[config.mk]
export PLATFORM = sky130hd
export DESIGN_NAME = modulo_timer
export DESIGN_NICKNAME = d
export VERILOG_FILES = /design/src/hw/modulo_timer_pkg.sv /design/src/hw/modulo_timer.sv
export VERILOG_INCLUDE_DIRS = /design/src /design/src/hw
export SDC_FILE = /design/constraint.sdc
export NUM_CORES = 1
export LEC_CHECK = 0
export BUFFER_PORTS_ARGS = -buffer_cell sky130_fd_sc_hd__buf_2
export CAP_MARGIN = 20
export CORE_UTILIZATION = 40
export CTS_CLUSTER_SIZE = 25
export DETAILED_ROUTE_END_ITERATION = 16
export GPL_TIMING_DRIVEN = 0
export PLACE_DENSITY = 0.64
export SLEW_MARGIN = 30
export SYNTH_ARGS = -nofsm -noshare
export SYNTH_HDL_FRONTEND = slang
export SYNTH_SLANG_ARGS = --single-unit
[constraint.sdc]
create_clock -name mclk -period 3.45 [get_ports mclk]
set_input_delay 0.69 -clock mclk [delete_from_list [all_inputs] [get_ports mclk]]
set_output_delay 0.69 -clock mclk [all_outputs]
set_load 0.01 [all_outputs]
[src/hw/modulo_timer_params.svh]
// Offsets, field positions, reset values and prescale limit of the modulo timer.
// Assumes inclusion by bare name from the design module.
`ifndef MODULO_TIMER_PARAMS_SVH
`define MODULO_TIMER_PARAMS_SVH

// -----------------------------------------------------------------------------
// Register offsets
// -----------------------------------------------------------------------------
`define OFS_STATUS_CONTROL 2'h0
`define OFS_CLOCK_CONFIG 2'h1
`define OFS_COUNT_VALUE 2'h2
`define OFS_WRAP_LIMIT 2'h3

// -----------------------------------------------------------------------------
// Field positions
// -----------------------------------------------------------------------------
`define BIT_OVERFLOW 7
`define BIT_IRQ_ENABLE 6
`define BIT_COUNTER_RESET 5
`define BIT_HALT 4
`define SRC_HI 5
`define SRC_LO 4
`define PRESCALE_HI 3
`define PRESCALE_LO 0

// -----------------------------------------------------------------------------
// Reset values and limits
// -----------------------------------------------------------------------------
`define RST_COUNT 8'h00
`define RST_LIMIT 8'h00
`define RST_SOURCE 2'h0
`define RST_PRESCALE 4'h0
`define PRESCALE_MAX 4'h8

`endif

[src/hw/modulo_timer_pkg.sv]
// Types shared by the modulo timer design.
// Assumes the params header sits beside it.
package modulo_timer_pkg;
  typedef enum logic [1:0] {
    SRC_BUS = 2'b00,
    SRC_FIXED = 2'b01,
    SRC_PIN_FALL = 2'b10,
    SRC_PIN_RISE = 2'b11
  } source_t;

  typedef enum logic [1:0] {
    PWR_RUN = 2'b00,
    PWR_WAIT = 2'b01,
    PWR_STOP_SHALLOW = 2'b10,
    PWR_STOP_DEEP = 2'b11
  } power_t;
endpackage : modulo_timer_pkg

[src/hw/modulo_timer.sv]
// 8-bit modulo timer with prescaler, four clock sources and overflow request.
// Assumes a single-cycle register port, synchronous pins and one clock mclk.
`timescale 1ns/10ps
`include "modulo_timer_params.svh"

module modulo_timer
  import modulo_timer_pkg::*;
(
  input wire logic mclk,
  input wire logic rst_n,
  input wire logic [1:0] regAddr,
  input wire logic [7:0] regWrData,
  input wire logic regWrite,
  input wire logic regRead,
  output logic [7:0] regRdData,
  input wire logic fixedRateClock,
  input wire logic extTimerClockPin,
  input wire logic [1:0] powerMode,
  input wire logic deepStopWake,
  input wire logic debugActive,
  output logic overflowIrq,
  output logic pinEdgeForPeer
);

  // ---------------------------------------------------------------------------
  // Functions
  // ---------------------------------------------------------------------------
  function automatic logic [8:0] prescaleMask(input logic [3:0] sel);
    logic [3:0] s;
    s = (sel > `PRESCALE_MAX) ? `PRESCALE_MAX : sel;
    prescaleMask = (9'h001 << s) - 9'h001;
  endfunction : prescaleMask

  // ---------------------------------------------------------------------------
  // State
  // ---------------------------------------------------------------------------
  logic [7:0] count_r, count_nxt;
  logic [7:0] limit_r, limit_nxt;
  logic overflow_r, overflow_nxt;
  logic irqEn_r, irqEn_nxt;
  logic halt_r, halt_nxt;
  logic [1:0] source_r, source_nxt;
  logic [3:0] prescale_r, prescale_nxt;
  logic [7:0] divCnt_r, divCnt_nxt;
  logic flagSeen_r, flagSeen_nxt;
  logic [7:0] rdData_r, rdData_nxt;
  logic irq_r, irq_nxt;
  logic pinSync1_r, pinSync2_r, pinSync3_r, fixedPrev_r;
  logic peerEdge_r, peerEdge_nxt;
  logic srcTick, runOk, divTick, wrapHit;
  logic [8:0] mask;

  // ---------------------------------------------------------------------------
  // Input synchronisers
  // ---------------------------------------------------------------------------
  // Pin must run at most a quarter of mclk so every level is seen twice
  always_ff @(posedge mclk) begin
    if (!rst_n) begin
      pinSync1_r <= 1'b0;
      pinSync2_r <= 1'b0;
      pinSync3_r <= 1'b0;
      fixedPrev_r <= 1'b0;
    end else begin
      pinSync1_r <= extTimerClockPin;
      pinSync2_r <= pinSync1_r;
      pinSync3_r <= pinSync2_r;
      fixedPrev_r <= fixedRateClock;
    end
  end

  // ---------------------------------------------------------------------------
  // Source select and prescaler
  // ---------------------------------------------------------------------------
  always_comb begin
    case (source_t'(source_r))
      SRC_BUS: srcTick = 1'b1;
      SRC_FIXED: srcTick = fixedRateClock & ~fixedPrev_r;
      SRC_PIN_FALL: srcTick = ~pinSync2_r & pinSync3_r;
      SRC_PIN_RISE: srcTick = pinSync2_r & ~pinSync3_r;
      default: srcTick = 1'b1;
    endcase
    // Stop modes and debug hold the counter and prescaler without losing state
    runOk = !halt_r && !debugActive && (powerMode == PWR_RUN || powerMode == PWR_WAIT);
    mask = prescaleMask(prescale_r);
    divTick = runOk && srcTick && ((divCnt_r & mask[7:0]) == mask[7:0]) ;
    wrapHit = divTick && ((limit_r == 8'h00) ? (count_r == 8'hFF) : (count_r == limit_r));
  end

  // ---------------------------------------------------------------------------
  // Registers and counter
  // ---------------------------------------------------------------------------
  always_comb begin
    count_nxt = count_r;
    limit_nxt = limit_r;
    overflow_nxt = overflow_r;
    irqEn_nxt = irqEn_r;
    halt_nxt = halt_r;
    source_nxt = source_r;
    prescale_nxt = prescale_r;
    divCnt_nxt = divCnt_r;
    flagSeen_nxt = flagSeen_r;
    rdData_nxt = 8'h00;
    if (runOk && srcTick) begin
      divCnt_nxt = divCnt_r + 8'h01;
    end
    if (divTick) begin
      count_nxt = wrapHit ? 8'h00 : count_r + 8'h01;
    end
    if (regRead) begin
      if (regAddr == `OFS_STATUS_CONTROL) begin
        rdData_nxt = {overflow_r, irqEn_r, 1'b0, halt_r, 4'h0};
        flagSeen_nxt = overflow_r;
      end else if (regAddr == `OFS_CLOCK_CONFIG) begin
        rdData_nxt = {2'b00, source_r, prescale_r};
      end else if (regAddr == `OFS_COUNT_VALUE) begin
        rdData_nxt = count_r;
      end else begin
        rdData_nxt = limit_r;
      end
    end
    if (regWrite) begin
      if (regAddr == `OFS_STATUS_CONTROL) begin
        irqEn_nxt = regWrData[`BIT_IRQ_ENABLE];
        halt_nxt = regWrData[`BIT_HALT];
        if (flagSeen_r && !regWrData[`BIT_OVERFLOW]) begin
          overflow_nxt = 1'b0;
        end
        flagSeen_nxt = 1'b0;
        if (regWrData[`BIT_COUNTER_RESET]) begin
          count_nxt = `RST_COUNT;
          divCnt_nxt = 8'h00;
          overflow_nxt = 1'b0;
        end
      end else if (regAddr == `OFS_CLOCK_CONFIG) begin
        source_nxt = regWrData[`SRC_HI:`SRC_LO];
        prescale_nxt = regWrData[`PRESCALE_HI:`PRESCALE_LO];
      end else if (regAddr == `OFS_WRAP_LIMIT) begin
        limit_nxt = regWrData;
        count_nxt = `RST_COUNT;
        divCnt_nxt = 8'h00;
        overflow_nxt = 1'b0;
      end
      // Count register writes have no effect
    end
    // Hardware set wins over any clear in the same cycle
    if (wrapHit) begin
      overflow_nxt = 1'b1;
    end
  end

  // Deep-stop wake returns to reset state; shallow-stop keeps state
  always_ff @(posedge mclk) begin
    if (!rst_n || deepStopWake) begin
      count_r <= `RST_COUNT;
      limit_r <= `RST_LIMIT;
      overflow_r <= 1'b0;
      irqEn_r <= 1'b0;
      halt_r <= 1'b1;
      source_r <= `RST_SOURCE;
      prescale_r <= `RST_PRESCALE;
      divCnt_r <= 8'h00;
      flagSeen_r <= 1'b0;
    end else begin
      count_r <= count_nxt;
      limit_r <= limit_nxt;
      overflow_r <= overflow_nxt;
      irqEn_r <= irqEn_nxt;
      halt_r <= halt_nxt;
      source_r <= source_nxt;
      prescale_r <= prescale_nxt;
      divCnt_r <= divCnt_nxt;
      flagSeen_r <= flagSeen_nxt;
    end
  end

  // ---------------------------------------------------------------------------
  // Outputs
  // ---------------------------------------------------------------------------
  always_comb begin
    // No request in stop modes so the timer never wakes the core
    irq_nxt = overflow_nxt && irqEn_nxt && !(powerMode[1]);
    peerEdge_nxt = pinSync2_r;
  end

  always_ff @(posedge mclk) begin
    if (!rst_n) begin
      rdData_r <= 8'h00;
      irq_r <= 1'b0;
      peerEdge_r <= 1'b0;
    end else begin
      rdData_r <= rdData_nxt;
      irq_r <= irq_nxt;
      peerEdge_r <= peerEdge_nxt;
    end
  end

  assign regRdData = rdData_r;
  assign overflowIrq = irq_r;
  assign pinEdgeForPeer = peerEdge_r;
endmodule : modulo_timer

Word-level counts from Yosys, hierarchy flattened
Cells that the tools add are included.
- output and inout port bits: 10
- input bits: 20
- logic and storage cells: 98
- register bits after elaboration: 47
- muxes and demuxes: 32
- reductions and logical operators: 24
- equal/unequal tests: 10
- shift-type cells: 1
- magnitude comparators: 1
- bitwise logic cells: 11
- add/subtract/negate cells: 3
- operators with widths (operator ; number):
    two-way mux 8 bit ; 16
    adder 8 x 1 -> 8 bit (second input constant) ; 2
    == test 8 bit ; 2
    two-way mux 1 bit ; 14
    bitwise AND 8 bit ; 1
    == test 2 bit (second input constant) ; 4
    == test 8 bit (second input constant) ; 1
    logical AND 1 bit ; 8
    logical NOT 8 bit ; 1
    left shift 1 x 4 -> 8 bit (first input constant) ; 1
    subtractor 8 x 1 -> 8 bit (second input constant) ; 1
    inverter 1 bit ; 7
    == test 2 x 1 -> 1 bit (second input constant) ; 3
    logical NOT 2 bit ; 3
    logical NOT 1 bit ; 5
    > comparator 4 bit (second input constant) ; 1
    two-way mux 4 bit ; 1
    case mux 1 bit (4 select lines) ; 1
    AND reduction 2 bit ; 2
    AND reduction 4 bit ; 1
    bitwise AND 1 bit ; 3
    AND reduction 3 bit ; 1
    OR reduction 3 bit ; 1
    logical OR 1 bit ; 2

Logic depth before layout (Yosys ltp)
- word-level depth: 14
- mapped depth: 10
- gate-level depth less buffers: 8

Least setup slack after synthesis
OpenSTA, ideal clock, no wires.
- path kind: flip-flop to flip-flop
- start: reg prescale_r[3]
- end: reg count_r[6]
- path slack: 0.463 ns
- period minus slack after synthesis: 2.987 ns
- data arrival time: 2.900 ns
- library setup time: 0.086 ns
- required time: 3.364 ns
- buffers on the path: 2
- stages on the path, launching flop included: 11
- path through: dfxtp_1 buf_6 or4b_2 ha_1 and2_1 o2111ai_1 o311ai_0 or3_1 buf_6 or3_1 a221oi_2
- word-level cells in the longest chain between the ends: 14
- elaborated cells on any way between the ends: 15
- those cells by class: 1 x add/sub; 1 x order compare; 1 x eq/ne; 1 x shift; 8 x mux; 1 x bitwise; 2 x reduce/logical
- RTL lines (element ; line ; RTL):
    from (decl) ; modulo_timer.sv:43 ; logic [3:0] prescale_r, prescale_nxt;
    from (signal assigned) ; modulo_timer.sv:160 ; prescale_r <= `RST_PRESCALE;
    from (signal assigned) ; modulo_timer.sv:170 ; prescale_r <= prescale_nxt;
    > comparator 4 bit (no line) ; -- ;
    two-way mux 4 bit (*) ; modulo_timer.sv:30 ; s = (sel > `PRESCALE_MAX) ? `PRESCALE_MAX : sel;
    left shift 1 x 4 -> 8 bit (*) ; modulo_timer.sv:31 ; prescaleMask = (9'h001 << s) - 9'h001;
    subtractor 8 x 1 -> 8 bit (*) ; modulo_timer.sv:31 ;
    bitwise AND 8 bit ; modulo_timer.sv:85 ; divTick = runOk && srcTick && ((divCnt_r & mask[7:0]) == mask[7:0]) ;
    == test 8 bit (*) ; modulo_timer.sv:85 ;
    logical AND 1 bit (*) ; modulo_timer.sv:85 ;
    logical AND 1 bit ; modulo_timer.sv:86 ; wrapHit = divTick && ((limit_r == 8'h00) ? (count_r == 8'hFF) : (count_r == limit_r));
    two-way mux 8 bit ; modulo_timer.sv:107 ; count_nxt = wrapHit ? 8'h00 : count_r + 8'h01;
    two-way mux 8 bit (*) ; modulo_timer.sv:106 ; if (divTick) begin
    two-way mux 8 bit ; modulo_timer.sv:137 ; end else if (regAddr == `OFS_WRAP_LIMIT) begin
    two-way mux 8 bit ; modulo_timer.sv:134 ; end else if (regAddr == `OFS_CLOCK_CONFIG) begin
    two-way mux 8 bit ; modulo_timer.sv:122 ; if (regAddr == `OFS_STATUS_CONTROL) begin
    two-way mux 8 bit (*) ; modulo_timer.sv:121 ; if (regWrite) begin
    to (signal assigned) ; modulo_timer.sv:154 ; count_r <= `RST_COUNT;
    to (signal assigned) ; modulo_timer.sv:164 ; count_r <= count_nxt;
    to (decl) ; modulo_timer.sv:37 ; logic [7:0] count_r, count_nxt;
Every way passes the cells marked *; elsewhere a longest branch is shown, timed or not.
A chain may end at the register's enable or synchronous reset.

Worst setup path after layout
- start: reg prescale_r[0]
- end: reg count_r[2]
Same word-level chain as after synthesis.

==> out/summary.md <==
- 0.000213 V — worst vdd rail ir drop
- 0 — number of inserted diodes
- 79.3 µm — die width
- 2390 µm² — post-synth design cell area
- sky130_fd_sc_hd__nor3_1 — slowest library cell on the worst path
- 0.408 — remaining max-slew budget at the tightest pin
- 1,885 — via count of the first global-routing pass
- 8.56 µm² — mean instance size in the synthesized netlist
- 0 — share of synthesized registers carrying an async set or reset
- 5.35 — vias per inst
- sky130_fd_sc_hd__o2111ai_1 — cell repeated most along the worst path
- 9160 µm — wire length of the first global-routing pass
- 941 µm² — area of all sequential standard cells
- 8 — Critical Path Fanout Max
- 2 — number of H-tree levels
- sky130_fd_sc_hd__dfxtp_1 — dominant register cell in the synthesized netlist
- 30 — I/O pin cnt
- 26 — Port Buffer Count
- 302 — net count of the mapped netlist
- 3.69 ns — Req. time, crit path
- 0 — grt total ovfl
- 0 — maxcap violations
- 0 — final count of pins violating max slew
- prescale_r[0] — startpoint of the worst register-to-register path
- 0.933 — post-route clock period utilization
- yes — clock tree from TritonCTS
- 2 — buffer levels on the longest clock path
- 0.882 ns — slew of the pin with the lowest slew margin
- 0 — hold bufs inserted after CTS
- 279 — Post-Synthesis Cells
- 0.23 ns — reg-to-reg setup timing slack
- 0.169 — proportion of layout cells with a drive suffix above 1
- 12.9% — area added between synthesis and finish
- 0 — # setup viols final
- 0 — synth warn
- 1 — cell count of the worst hold path
- count_r[2] — endpoint of the worst register-to-register path
- 0.982 nW — reported leakage power
- 0 — number of hold violations in the final report
- register to register — class of the most critical hold timing path
- 0.232 ns — slack of the critical path
- completed — result of the run
- 16 — pin count of the biggest net entering global routing
- 0.75 ns — delay contributed by the slowest stage of the critical path
- 5640 µm² — Core Area
- 14.0 µm — detailed-route wire length per cell
- 8 — Register-to-Register Path Depth
- 5 — cts bufs inserted
- 27 — site row count
- 0 ns — setup_tns
- 2610 µm² — placement-stage cell area
- 5400 µm — Total Wirelength
- 2700 µm² — final std cell area, no fill
- 4 — total iterations of the first detailed-routing run
- 360 nW/µm² — PwrDens
- register to register — Worst Setup Path Type
- 0 — setup fix buffers added after clock tree synthesis
- register — Crit. End Element
- 0.423 — effective utilization at floorplan
- 0 — antenna violation net count after detailed routing
- peerEdge_nxt — Endpoint, Worst Hold
- 79.3 µm — height of the die
- 0.00907 ns — maximum clock skew at final layout
- 311 MHz — Highest Clock Rate
- register — CP startpoint kind
- 144 — initial detailed-routing violation count
- 52 — number of distinct library cells after synthesis
- or4b_2 > ha_1 > and2_1 > o2111ai_1 > o311ai_0 > nor3_1 > o2111ai_1 > a31oi_1 — Cell Chain, Critical Path
- 0.189 — all-layer global routing usage
- 3.46 ns — critical path arrival
- 0 — number of cells upsized or downsized after cts
- 47 — number of register bits inferred by synthesis
- 47 — clock sinks
- 560 — fillers
- 6280 µm² — DIE AREA
- 0.843 — routability congestion estimate
- 0.394 — sequential share of the synthesized area
- 2,058 — detailed-route via count
- 0 — number of enable-type register cells in the synthesized netlist
- 0.30 ns — clock latency on the worst-skew pair
- false — unrepaired setup endpoints after global routing
- 3940 µm — HPWL reported at the end of detailed placement
- 335 — Final nets
- 0.441 ns — smallest hold slack
- 1370 µm² — Multi-input gate area
- 0 — initial antenna violation count
- 0.09 ns — Clk pin slew, worst setup/hold paths
- 0 — DRC viols
- 0.256 ns — pre-CTS worst setup slack
- pinSync1_r — origin of the worst min-delay path
- sky130_fd_sc_hd__clkbuf_8 — Root Buffer Master
- 3.22 ns — final critical path time including I/O delays and setup
cell usage after synthesis (2+ instances only):
cell type / instances / share of area
sky130_fd_sc_hd__a22oi_1: 5 / 0.016
sky130_fd_sc_hd__nand4_1: 4 / 0.010
sky130_fd_sc_hd__mux2_2: 6 / 0.028
sky130_fd_sc_hd__o211ai_1: 5 / 0.016
sky130_fd_sc_hd__ha_1: 3 / 0.016
sky130_fd_sc_hd__inv_1: 3 / 0.0047
sky130_fd_sc_hd__xor2_1: 5 / 0.018
sky130_fd_sc_hd__xnor2_1: 6 / 0.022
sky130_fd_sc_hd__o2111ai_1: 2 / 0.0073
sky130_fd_sc_hd__and3_1: 5 / 0.013
sky130_fd_sc_hd__mux2i_1: 10 / 0.042
sky130_fd_sc_hd__clkbuf_1: 11 / 0.017
sky130_fd_sc_hd__nor4b_1: 3 / 0.011
sky130_fd_sc_hd__nand2_1: 32 / 0.050
sky130_fd_sc_hd__nor2b_1: 7 / 0.018
sky130_fd_sc_hd__and2_1: 7 / 0.018
sky130_fd_sc_hd__or2_2: 3 / 0.0079
sky130_fd_sc_hd__dfxtp_1: 47 / 0.39
sky130_fd_sc_hd__or3_1: 3 / 0.0079
sky130_fd_sc_hd__nor2_1: 35 / 0.055
sky130_fd_sc_hd__a311oi_1: 3 / 0.011
sky130_fd_sc_hd__a211o_1: 2 / 0.0073
sky130_fd_sc_hd__a21oi_1: 14 / 0.029
sky130_fd_sc_hd__a211oi_1: 2 / 0.0063
sky130_fd_sc_hd__nor4_1: 2 / 0.0052
sky130_fd_sc_hd__or4_1: 2 / 0.0063
sky130_fd_sc_hd__nor3_1: 7 / 0.015
sky130_fd_sc_hd__nand2b_1: 6 / 0.016
sky130_fd_sc_hd__o21ai_0: 7 / 0.015
sky130_fd_sc_hd__a31oi_1: 5 / 0.013
sky130_fd_sc_hd__nand3_1: 5 / 0.010
sky130_fd_sc_hd__buf_6: 2 / 0.0094
power breakdown:
part | switching [mW] | internal [mW] | total [mW]
clock network | 0.194 | 0.146 | 0.339
logic | 0.0469 | 0.0322 | 0.0791
registers | 0.00497 | 0.547 | 0.552
total | 0.246 | 0.725 | 0.971
per-stage QoR:
stage / total power [mW] / instances / util
after detailed placement: 0.644 / 377 / 0.462
after global placement: 0.643 / 377 / 0.462
final: 0.971 / 385 / 0.478
after global routing: 1.01 / 385 / 0.478
after floorplan: 0.615 / 279 / -
after CTS: 0.981 / 385 / 0.478
layout by cell type, fill, tap and decap left out, drive strengths merged, types with 7 or more instances in the layout:
master / n
a21oi: 14
mux2i: 10
nor2b: 8
dfxtp: 47
clkbuf: 17
nor2: 35
buf: 29
nand2: 32
nor3: 7
o21ai: 8
and2: 7
sequential cells by signal, summed over array words and instances (netlist names):
signal / count
count_r: 8
divCnt_r: 8
fixedPrev_r: 1
flagSeen_r: 1
halt_r: 1
irqEn_r: 1
limit_r: 8
overflowIrq: 1
overflow_r: 1
peerEdge_nxt: 1
pinEdgeForPeer: 1
pinSync1_r: 1
prescale_r: 4
regRdData: 8
source_r: 2
worst max-delay path: cells and delay by family (launching register included):
| kind | cells | cell delay, ns |
|---|---|---|
| flops | 1 | 0.51 |
| simple gates | 3 | 1.54 |
| compound gates | 4 | 0.83 |
| fa+ha+maj | 1 | 0.25 |
metal layers:
| layer | wire (µm) | track usage |
|---|---|---|
| met1 | 2700 | 0.264 |
| met2 | 2310 | 0.279 |
| met3 | 278 | 0.0391 |
| met4 | 100 | 0.0818 |
| met5 | 0 | 0 |
worst max-delay path by stage:
stage | startpoint | slack, ns | endpoint | depth (start not counted)
after floorplan | prescale_r[3] | 0.46 | count_r[6] | 10
after global placement | prescale_r[0] | 0.31 | count_r[2] | 8
after detailed placement | prescale_r[0] | 0.26 | count_r[6] | 9
after CTS | prescale_r[0] | 0.23 | count_r[6] | 9
after global routing | prescale_r[0] | 0.01 | count_r[2] | 8
final | prescale_r[0] | 0.23 | count_r[2] | 8
cell families after synthesis:
family	Yosys count	synth area share
buffers and inverters	17	0.0335
adder cells (fa/ha/maj)	3	0.0157
flip-flops	47	0.394
XOR/XNOR	11	0.0404
multiplexers	17	0.0797
AO/OA/AOI/OAI	56	0.161
AND/OR/NAND/NOR	128	0.276
cell type report:
type | instances | area share
Clock buffer | 6 | 0.0269
Sequential cell | 47 | 0.349
Clock inverter | 2 | 0.00603
Multi-Input combinational cell | 215 | 0.507
Inverter | 3 | 0.00418
Timing Repair Buffer | 26 | 0.0483
Buffer | 14 | 0.0255
Tap cell | 72 | 0.0334
No activity file was read; power rests on OpenSTA's default activity.
